===== src/hw/table_xor_consts.svh =====
`ifndef TABLE_XOR_CONSTS_SVH
`define TABLE_XOR_CONSTS_SVH

// ====================================================================
// opcode patterns
`define OPC_TBLWR_HI   14'h0003
`define OPC_TST_HI     7'h33
`define OPC_XORL_HI    8'h0a
`define OPC_XORF_HI    6'h06

// ====================================================================
// table pointer modes
`define PM_NONE        2'h0
`define PM_POSTINC     2'h1
`define PM_POSTDEC     2'h2
`define PM_PREINC      2'h3
`define PTR_STEP       21'h000001

// ====================================================================
// access bank split
`define ACC_LIMIT      8'h80
`define ACC_LO_BANK    4'h0
`define ACC_HI_BANK    4'hf

// ====================================================================
// register map, one byte per address
`define RA_HOLD0       5'h00
`define RA_HOLD7       5'h07
`define RA_PTR_LO      5'h08
`define RA_PTR_HI      5'h09
`define RA_PTR_UP      5'h0a
`define RA_LATCH       5'h0b
`define RA_WREG        5'h0c
`define RA_STATUS      5'h0d
`define RA_BANK        5'h0e

// ====================================================================
// status bits
`define ST_ZERO        0
`define ST_NEG         1
`define BYTE_ZERO      8'h00
`define RES_SIGN       7

`endif


===== src/hw/table_xor_pkg.sv =====
package table_xor_pkg;

  // ==================================================================
  // types

  typedef enum logic [1:0] {
    Q1 = 2'b00,
    Q2 = 2'b01,
    Q3 = 2'b11,
    Q4 = 2'b10
  } quarter_t;

  typedef enum logic [1:0] {
    CY_EXEC  = 2'b00,
    CY_TBL2  = 2'b01,
    CY_SKIP1 = 2'b11,
    CY_SKIP2 = 2'b10
  } cycle_t;

  typedef enum logic [2:0] {
    K_NOP   = 3'h0,
    K_TBLWR = 3'h1,
    K_TST   = 3'h2,
    K_XORL  = 3'h3,
    K_XORF  = 3'h4
  } op_t;

  typedef struct packed {
    quarter_t        q;
    cycle_t          cyc;
    op_t             op;
    logic [1:0]      pmode;
    logic            dest;
    logic            skip_more;
    logic [11:0]     faddr;
    logic [7:0]      lit;
    logic [7:0]      opnd;
    logic [7:0]      res;
    logic [20:0]     ptr;
    logic [7:0]      latch;
    logic [7:0]      w;
    logic            z;
    logic            n;
    logic [3:0]      bank;
    logic [7:0][7:0] hold;
    logic [7:0]      rdata;
    logic            file_we;
    logic [7:0]      file_wdata;
  } state_t;

endpackage

===== src/hw/table_xor_exec.sv =====
// What this block does
// - table write decoded when upper twelve bits zero then 11; low two bits mode
// - mode 0 keep, 1 post-increment, 2 post-decrement, 3 pre-increment pointer
// - pointer low three bits pick one of eight holding registers for latch byte
// - table pointer is a 21-bit byte address
// - pointer bit zero picks low or high byte of a program word
// - pre-increment steps before the write; post modes write old pointer; latch kept
// - test-and-skip decoded from 0110011, access bit, 8-bit file address
// - zero operand discards prefetched next word, runs a no-op cycle instead
// - skipped two-word instruction makes two cycles, both words no-ops
// - access bit 0 forces access bank, 1 uses bank select register
// - xor literal decoded from high byte 00001010; w xor literal into w
// - xor ops change only negative and zero; others change no flags
// - xor file decoded from 000110, dest bit, access bit, 8-bit address
// - dest 0 writes w, dest 1 writes the file register back
`timescale 1ns/10ps
`include "table_xor_consts.svh"

module table_xor_exec
  import table_xor_pkg::*;
#(
  parameter int HOLD_DEPTH = 8
) (
  input  wire logic        i_clk,
  input  wire logic        i_rst,
  input  wire logic        i_ce,
  input  wire logic [4:0]  i_addr,
  input  wire logic [7:0]  i_wdata,
  input  wire logic        i_wr,
  input  wire logic        i_rd,
  output logic      [7:0]  o_rdata,
  input  wire logic        i_instr_valid,
  input  wire logic [15:0] i_instr,
  input  wire logic        i_instr_two_word,
  output logic             o_instr_ready,
  output logic             o_discard,
  input  wire logic [7:0]  i_file_rdata,
  output logic      [11:0] o_file_addr,
  output logic             o_file_we,
  output logic      [7:0]  o_file_wdata
);

  // ==================================================================
  // state

  state_t s_q;
  state_t s_d;

  logic        take;
  logic        skipping;
  logic [7:0]  x_val;
  logic [7:0]  xor_src;
  logic [7:0]  bank_byte;
  logic [2:0]  hold_idx;

  // decode of the offered word
  logic        dec_tblwr;
  logic        dec_tst;
  logic        dec_xorl;
  logic        dec_xorf;
  logic        acc_low;
  logic [11:0] acc_faddr;

  // software port address hits
  logic        hit_hold;
  logic        hit_ptr_lo;
  logic        hit_ptr_hi;
  logic        hit_ptr_up;
  logic        hit_latch;
  logic        hit_wreg;
  logic        hit_status;
  logic        hit_bank;

  // pointer steps and result flags
  logic        tbl_pre;
  logic        xorf_store;
  logic [20:0] ptr_inc;
  logic [20:0] ptr_dec;
  logic        res_zero;
  logic        res_neg;

  // ==================================================================
  // fetch handshake

  // a word is only taken in quarter one; the second table write cycle
  // stalls fetch so the prefetched word survives it
  assign o_instr_ready = i_ce && (s_q.q == Q1) && (s_q.cyc != CY_TBL2);
  assign take          = o_instr_ready && i_instr_valid;
  assign skipping      = (s_q.cyc == CY_SKIP1) || (s_q.cyc == CY_SKIP2);
  assign o_discard     = take && skipping;

  assign o_rdata      = s_q.rdata;
  assign o_file_addr  = s_q.faddr;
  assign o_file_we    = s_q.file_we;
  assign o_file_wdata = s_q.file_wdata;

  // ==================================================================
  // instruction decode

  assign dec_tblwr = (i_instr[15:2] == `OPC_TBLWR_HI);
  assign dec_tst   = (i_instr[15:9] == `OPC_TST_HI);
  assign dec_xorl  = (i_instr[15:8] == `OPC_XORL_HI);
  assign dec_xorf  = (i_instr[15:10] == `OPC_XORF_HI);

  // access bank: low half of bank 0 below the split, high half of bank 15 above
  assign acc_low   = (i_instr[7:0] < `ACC_LIMIT);
  assign acc_faddr = acc_low ? {`ACC_LO_BANK, i_instr[7:0]}
                             : {`ACC_HI_BANK, i_instr[7:0]};

  // ==================================================================
  // software port decode

  assign hit_hold   = (i_addr <= `RA_HOLD7);
  assign hit_ptr_lo = (i_addr == `RA_PTR_LO);
  assign hit_ptr_hi = (i_addr == `RA_PTR_HI);
  assign hit_ptr_up = (i_addr == `RA_PTR_UP);
  assign hit_latch  = (i_addr == `RA_LATCH);
  assign hit_wreg   = (i_addr == `RA_WREG);
  assign hit_status = (i_addr == `RA_STATUS);
  assign hit_bank   = (i_addr == `RA_BANK);

  // ==================================================================
  // execute helpers

  assign xor_src    = (s_q.op == K_XORL) ? s_q.lit : s_q.opnd;
  assign tbl_pre    = (s_q.op == K_TBLWR) && (s_q.cyc == CY_EXEC)
                      && (s_q.pmode == `PM_PREINC);
  assign xorf_store = (s_q.op == K_XORF) && s_q.dest;

  // the pointer wraps at its own width in both directions
  assign ptr_inc    = s_q.ptr + `PTR_STEP;
  assign ptr_dec    = s_q.ptr - `PTR_STEP;
  assign res_zero   = (s_q.res == `BYTE_ZERO);
  assign res_neg    = s_q.res[`RES_SIGN];

  // ==================================================================
  // next state

  always_comb begin
    s_d        = s_q;
    s_d.rdata  = 8'h00;
    s_d.file_we = 1'b0;
    x_val      = s_q.w ^ xor_src;
    hold_idx   = s_q.ptr[2:0];
    bank_byte  = {4'h0, s_q.bank};

    // software port, the core overrides it later in the same cycle
    if (i_wr) begin
      if (hit_ptr_lo) begin
        s_d.ptr[7:0] = i_wdata;
      end
      if (hit_ptr_hi) begin
        s_d.ptr[15:8] = i_wdata;
      end
      if (hit_ptr_up) begin
        s_d.ptr[20:16] = i_wdata[4:0];
      end
      if (hit_latch) begin
        s_d.latch = i_wdata;
      end
      if (hit_wreg) begin
        s_d.w = i_wdata;
      end
      if (hit_status) begin
        s_d.z = i_wdata[`ST_ZERO];
        s_d.n = i_wdata[`ST_NEG];
      end
      if (hit_bank) begin
        s_d.bank = i_wdata[3:0];
      end
    end

    // holding registers are read only; unmapped reads give zero
    if (i_rd) begin
      if (hit_hold) begin
        s_d.rdata = s_q.hold[i_addr[2:0]];
      end else if (hit_ptr_lo) begin
        s_d.rdata = s_q.ptr[7:0];
      end else if (hit_ptr_hi) begin
        s_d.rdata = s_q.ptr[15:8];
      end else if (hit_ptr_up) begin
        s_d.rdata = {3'h0, s_q.ptr[20:16]};
      end else if (hit_latch) begin
        s_d.rdata = s_q.latch;
      end else if (hit_wreg) begin
        s_d.rdata = s_q.w;
      end else if (hit_status) begin
        s_d.rdata = {6'h00, s_q.n, s_q.z};
      end else if (hit_bank) begin
        s_d.rdata = bank_byte;
      end
    end

    unique case (s_q.q)
      Q1: begin
        s_d.q = Q2;
        unique case (s_q.cyc)
          CY_EXEC: begin
            s_d.op    = K_NOP;
            s_d.pmode = i_instr[1:0];
            s_d.dest  = i_instr[9];
            s_d.lit   = i_instr[7:0];
            if (!i_instr[8]) begin
              s_d.faddr = acc_faddr;
            end else begin
              s_d.faddr = {s_q.bank, i_instr[7:0]};
            end
            if (take) begin
              if (dec_tblwr) begin
                s_d.op = K_TBLWR;
              end else if (dec_tst) begin
                s_d.op = K_TST;
              end else if (dec_xorl) begin
                s_d.op = K_XORL;
              end else if (dec_xorf) begin
                s_d.op = K_XORF;
              end
            end
          end
          CY_TBL2: begin
            s_d.op = K_TBLWR;
          end
          CY_SKIP1: begin
            s_d.op        = K_NOP;
            s_d.skip_more = take && i_instr_two_word;
          end
          CY_SKIP2: begin
            s_d.op = K_NOP;
          end
        endcase
      end

      Q2: begin
        s_d.q = Q3;
        // file read or table latch read happens in this quarter
        if (s_q.cyc == CY_TBL2) begin
          s_d.opnd = s_q.latch;
        end else begin
          s_d.opnd = i_file_rdata;
        end
      end

      Q3: begin
        s_d.q   = Q4;
        s_d.res = x_val;
        if (tbl_pre) begin
          s_d.ptr = ptr_inc;
        end
        if (xorf_store) begin
          s_d.file_we    = 1'b1;
          s_d.file_wdata = x_val;
        end
      end

      Q4: begin
        s_d.q   = Q1;
        s_d.cyc = CY_EXEC;
        unique case (s_q.op)
          K_XORL: begin
            s_d.w = s_q.res;
            s_d.z = res_zero;
            s_d.n = res_neg;
          end
          K_XORF: begin
            if (!s_q.dest) begin
              s_d.w = s_q.res;
            end
            s_d.z = res_zero;
            s_d.n = res_neg;
          end
          K_TST: begin
            // flags are left alone here
            if (s_q.opnd == `BYTE_ZERO) begin
              s_d.cyc = CY_SKIP1;
            end
          end
          K_TBLWR: begin
            if (s_q.cyc == CY_EXEC) begin
              s_d.cyc = CY_TBL2;
            end else begin
              // bit zero of the index is the byte lane within the word
              s_d.hold[hold_idx] = s_q.opnd;
              if (s_q.pmode == `PM_POSTINC) begin
                s_d.ptr = ptr_inc;
              end else if (s_q.pmode == `PM_POSTDEC) begin
                s_d.ptr = ptr_dec;
              end
            end
          end
          K_NOP: begin
            if ((s_q.cyc == CY_SKIP1) && s_q.skip_more) begin
              s_d.cyc = CY_SKIP2;
            end
          end
          default: begin
            s_d.cyc = CY_EXEC;
          end
        endcase
      end
    endcase
  end

  // ==================================================================
  // registers

  // clock enable low freezes everything, the software port included
  always_ff @(posedge i_clk) begin
    if (i_rst) begin
      s_q <= '0;
    end else if (i_ce) begin
      s_q <= s_d;
    end
  end

endmodule


===== config.mk =====
export PLATFORM = sky130hd
export DESIGN_NAME = table_xor_exec
export DESIGN_NICKNAME = d
export VERILOG_FILES = /design/src/hw/table_xor_pkg.sv /design/src/hw/table_xor_exec.sv
export VERILOG_INCLUDE_DIRS = /design/src /design/src/hw
export SDC_FILE = /design/constraint.sdc
export NUM_CORES = 1
export LEC_CHECK = 0
export BUFFER_PORTS_ARGS = -buffer_cell sky130_fd_sc_hd__buf_2
export CORE_AREA = 2 2 215 133
export CTS_CLUSTER_DIAMETER = 60
export DETAILED_ROUTE_END_ITERATION = 10
export DIE_AREA = 0 0 217 135
export PLACE_DENSITY = 0.55
export SKIP_LAST_GASP = 1
export SYNTH_ARGS = -nofsm -noshare
export SYNTH_HDL_FRONTEND = slang
export SYNTH_SLANG_ARGS = --single-unit

===== constraint.sdc =====
create_clock -name i_clk -period 3.1 [get_ports i_clk]
set_input_delay 0.31 -clock i_clk [delete_from_list [all_inputs] [get_ports i_clk]]
set_output_delay 0.31 -clock i_clk [all_outputs]
set_load 0.01 [all_outputs]

# After elaboration in Yosys (flattened, before gate mapping)
# Index checks and enable logic that the tools add are counted.
[op_classes] shift=0 mux=48 div=0 addsub=2 eq_ne=25 multipliers=0 bitwise_logic=2 n_reduce_logical=27 magnitude_cmp=5
[op_table] cell="two-way mux 8 bit" count=16
[op_table] cell="two-way mux 21 bit" count=5
[op_table] cell="bitwise mux 64 bit" count=1
[op_table] cell="two-way mux 43 bit" count=1
[op_table] cell="case mux 21 bit (2 select lines)" count=1
[op_table] cell="equality test 5 x 4 -> 1 bit (second input constant)" count=7
[op_table] cell="binary-select mux 8 bit (select 3 bit)" count=1
[op_table] cell="demux 8 bit (select 3 bit)" count=1
[op_table] cell="two-way mux 12 bit" count=2
[op_table] cell="adder 21 x 1 -> 21 bit (second input constant)" count=1
[op_table] cell="subtractor 21 x 1 -> 21 bit (second input constant)" count=1
[op_table] cell="case mux 10 bit (2 select lines)" count=1
[op_table] cell="two-way mux 9 bit" count=2
[op_table] cell="zero test 8 bit" count=2
[op_table] cell="two-way mux 3 bit" count=5
[op_table] cell="AND reduction 3 bit" count=5
[op_table] cell="equality test 14 x 2 -> 1 bit (second input constant)" count=1
[op_table] cell="equality test 2 bit (second input constant)" count=6
[op_table] cell="two-way mux 4 bit" count=3
[op_table] cell="logical AND 1 bit" count=10
[op_table] cell="two-way mux 10 bit" count=1
[op_table] cell="case mux 3 bit (3 select lines)" count=1
[op_table] cell="equality test 8 x 4 -> 1 bit (second input constant)" count=1
[op_table] cell="< comparator 3 x 4 -> 1 bit (second input constant)" count=2
[op_table] cell="23 further kinds" count=32
[word_totals] output_inout_bits=31 memories=0 reg_bits=171 latchBits=0 ramBits=0 wordCells=136 mem_bits_ro=0

# Longest topological paths before layout
[logic_depth] ltp_word=10 ltp_mapped=9

# Least setup slack after synthesis
# OpenSTA, ideal clock, no wires.
[synth_path] path_kind="reg-to-reg" startpoint="register s_q, in the netlist hold_idx[1]" endpoint="register s_q[119] (netlist bit)" arrival_ns=2.751 slack_ns=0.270 period_less_slack_ns=2.830 setup_ns=0.079 n_path_buf=1 path_stages_with_launch=10 t_required_ns=3.021 cell_sequence="dfxtp_1 > clkbuf_1 > inv_2 > ha_1 > nor4b_1 > nand2_1 > or4_1 > a221o_1 > a221o_1 > a211oi_2"
[synth_between] elab_chain_cells=6 word_cells_on_any_way=8 cone_classes="2 x add/sub; 6 x mux"
[synth_lines] element="start: declaration" line_no="table_xor_exec.sv:46" rtl="state_t s_q;"
[synth_lines] element="start signal: assignment" line_no="table_xor_exec.sv:309" rtl="s_q <= '0;"
[synth_lines] element="start signal: assignment" line_no="table_xor_exec.sv:311" rtl="s_q <= s_d;"
[synth_lines] element="subtractor 21 x 1 -> 21 bit (no line)"
[synth_lines] element="two-way mux 21 bit" line_no="table_xor_exec.sv:285" rtl="end else if (s_q.pmode == `PM_POSTDEC) begin"
[synth_lines] element="two-way mux 21 bit" line_no="table_xor_exec.sv:283" rtl="if (s_q.pmode == `PM_POSTINC) begin"
[synth_lines] element="two-way mux 21 bit" line_no="table_xor_exec.sv:278" rtl="if (s_q.cyc == CY_EXEC) begin"
[synth_lines] element="two-way mux 21 bit" line_no="table_xor_exec.sv:258" rtl="unique case (s_q.op)"
[synth_lines] element="case mux 21 bit (2 select lines) *" line_no="table_xor_exec.sv:194" rtl="unique case (s_q.q)"
# Every way passes the cells marked *; elsewhere a longest branch is shown, timed or not.
# A chain may end at the register's enable or synchronous reset.

# Worst setup path in the final report
[layout_path] startpoint="register s_q, in the netlist hold_idx[0]" endpoint="register s_q[123] (netlist bit)"
# Same word-level chain as after synthesis.

==> results.tsv <==
metric	value	unit
dp_hpwl	25200	um
ys_types	74	
crit_arrival	3.11	ns
fin_crit	2.79	ns
p_leak	4.09	nW
setup_ws	0.314	ns
clock_latency	0.46	ns
slew_viol_final	0	
ys.flop_type	dfxtp_1	
relSlewSlack	6.94	%
setup_viol	0	
path_cells	inv_2 -> ha_1 -> nor4b_1 -> nand2_1 -> buf_4 -> nor2_1 -> nor4b_1 -> xnor2_1 -> o311ai_0	
fin_crit_sh	89.9	%
clock_sinks	161	
grt_use_total	23.8	%
yosysTopAreaCell	dfxtp_1	
cts_hold_buf	0	
drtAntennaViolNets	0	
grt_max_degree	109	
syn_nets	1183	
start_util	34.7	%
cts-root-buf	clkbuf_16	
worst_path_max_delay_cell	dfxtp_1	
maxCapViolCount	0	
route.vias.total	8940	
cts_tree	yes	
async_flop_share	0	%
synth_top_area_share	34.2	%
grt_pass1_wl	52200	um
yosysSeqAreaShare	34.2	%
tightestPinTransition	1.38	ns
synth_edf_count	0	
drt_first_iter_violations	1184	
yosys_register_bits	161	
layout-drive-gt1-share	16.5	%
grt_pass1_vias	8190	
critical_path_class	reg -> reg	
viasPerCell	5.78	
die_h	135	um
worst_ir_drop_vdd	251	uV
outcome	finished, final reports clean	
cts.path.max_buffers	2	
fill_cells	2859	
hp-class	in -> reg	
areaGrowthSynthToFinish	13.4	%
end_kind	register	
wl_per_cell	22.3	um
yosys-top-cells-area	dfxtp_1, mux2i_1, nor2_1, mux4_2, nand2_1	
finClkSkew	0.0206	ns
cts.clk_slew.worst_paths	0.07	ns
cts_inserted_buffers	17	
num_rows	47	
cp.required	3.42	ns
dieWidth	217	um
ys_warn_count	0	
final_hold_viol_count	0	
setup_tns	0	ns
rsz0062_at_grt	false	
drt-total-wl	34500	um
overflow	0	
critPathMaxFanout	10	
critPathLaunchType	register	
antenna_found_initial	1	
worst_path_most_repeated_cell	nor4b_1	
numPortBuffers	74	
drc	0	
post-place-ws	0.384	ns
p_total	4.78	mW
syn_avg_cell_area	8.28	um^2
syn_area	0.00942	mm^2
coreArea	0.0272	mm^2
ios	75	
htree_levels	4	
max_clock_freq	359	MHz
antenna_cells	0	
power_density	448	mW/mm^2
cts_setup_buffers	0	
cts-resized-gates	0	
fin_util	39.3	%
die_area	0.0293	mm^2
gp_congestion	0.937	
final_nets	1214	
drtPass1Iterations	8	
synthCells	1137	
max_stage_delay	0.45	ns
-- cells in the final DEF (no fill, tap or decap), types with 5 or more instances in the layout --
master / instances
nand3b_1: 5
nand3_1: 38
nor4b_1: 6
a21o_1: 5
clkbuf_16: 17
nor3_1: 24
mux2i_1: 110
a32oi_1: 5
and2_1: 5
o21ai_0: 38
or4_1: 7
mux4_2: 16
o22ai_1: 13
buf_4: 56
xor2_1: 12
a211oi_1: 24
buf_2: 73
a31oi_1: 9
a21oi_1: 61
inv_1: 7
and3_1: 8
nor4_1: 10
nand2_1: 88
nor2b_1: 10
a221oi_1: 5
nand4_1: 19
nor2_1: 177
o31ai_1: 5
dfxtp_1: 161
a22o_1: 15
nand4b_1: 5
nand2b_1: 14
xnor2_1: 23
nor3b_1: 5
o221ai_1: 9
a222oi_1: 10
mux2_2: 7
-- routing by layer --
metal	track usage [%]	vias to the layer above	part of all wire [%]
met4	5.75	0	1.4
met2	29.4	410	37
met3	8.45	39	11
met1	37.5	4304	51
met5	0	-	0
li1	-	4187	-
-- path summary, 6_finish.rpt --
path                                 startpoint              end  slack (ns)  depth (start not counted)
worst max-delay path                hold_idx[0]         s_q[123]        0.31                          9
worst min-delay path                 i_instr[0]         s_q[162]        0.10                          3
worst max register to register      hold_idx[0]         s_q[123]        0.31                          9
worst min register to register  o_file_wdata[7]  o_file_wdata[7]        0.45                          2
-- area by class of cell --
| type | count | area [um^2] | share of cell area, % |
|---|---|---|---|
| Multi-Input combinational cell | 848 | 5600 | 52.4 |
| Clock inverter | 11 | 105 | 0.984 |
| Clock buffer | 21 | 450 | 4.22 |
| Sequential cell | 161 | 3220 | 30.2 |
| Timing Repair Buffer | 130 | 806 | 7.55 |
| Tap cell | 367 | 459 | 4.30 |
| Inverter | 10 | 37.5 | 0.352 |
-- flip-flops by register name (all words and copies together), names as in the netlist --
register / cells
s_q: 125
o_file_addr: 11
o_file_wdata: 8
o_rdata: 8
bank_byte: 4
hold_idx: 3
o_file_we: 1
res_neg: 1
-- report_power, final --
group | leakage (nW) | switching (mW) | internal, mW
Clock | 0.261 | 0.941 | 1.13
Sequential | 1.30 | 0.0616 | 2.10
Combinational | 2.52 | 0.352 | 0.194
Total | 4.09 | 1.36 | 3.43
-- per-stage QoR --
| stage | instances | area [um^2] | hold WS (ns) |
|---|---|---|---|
| after global placement | 1516 | 10100 | 0.429 |
| after detailed placement | 1516 | 10100 | 0.450 |
| final | 1548 | 10700 | 0.101 |
| after global routing | 1548 | 10700 | 0.0995 |
| after CTS | 1548 | 10700 | 0.0787 |
| after floorplan | 1137 | 9420 | 0.423 |
-- cells by family (layout without fill, tap and decap cells) --
| logic type | Yosys count | in the layout | share of synthesized area (%) |
|---|---|---|---|
| fa+ha+maj | 2 | 2 | 0.266 |
| buf+inv | 128 | 172 | 6.34 |
| simple gates | 442 | 442 | 22.5 |
| xor+xnor | 35 | 35 | 3.26 |
| compound gates | 236 | 236 | 17.1 |
| flops | 161 | 161 | 34.2 |
| mux | 133 | 133 | 16.4 |
-- critical path, delay by kind of cell (launching register included) --
| kind | cells | cell delay (ns) |
|---|---|---|
| and+or+nand+nor | 4 | 1.09 |
| DFF | 1 | 0.45 |
| buffers and inverters | 2 | 0.39 |
| AOI/OAI and AO/OA | 1 | 0.34 |
| adders and majority gates | 1 | 0.27 |
| xor gates and xnor gates | 1 | 0.11 |
-- cells in the mapped netlist, types with 12 or more instances --
master	instances
a211oi_1	24
nand2_1	88
clkbuf_1	76
a21oi_1	61
xnor2_1	23
mux2i_1	110
buf_4	28
nor2_1	177
o22ai_1	13
dfxtp_1	161
o21ai_0	38
mux4_2	16
nor3_1	24
nand2b_1	14
a22o_1	15
xor2_1	12
nand3_1	38
nand4_1	19
(Power assumes the default switching activity.)
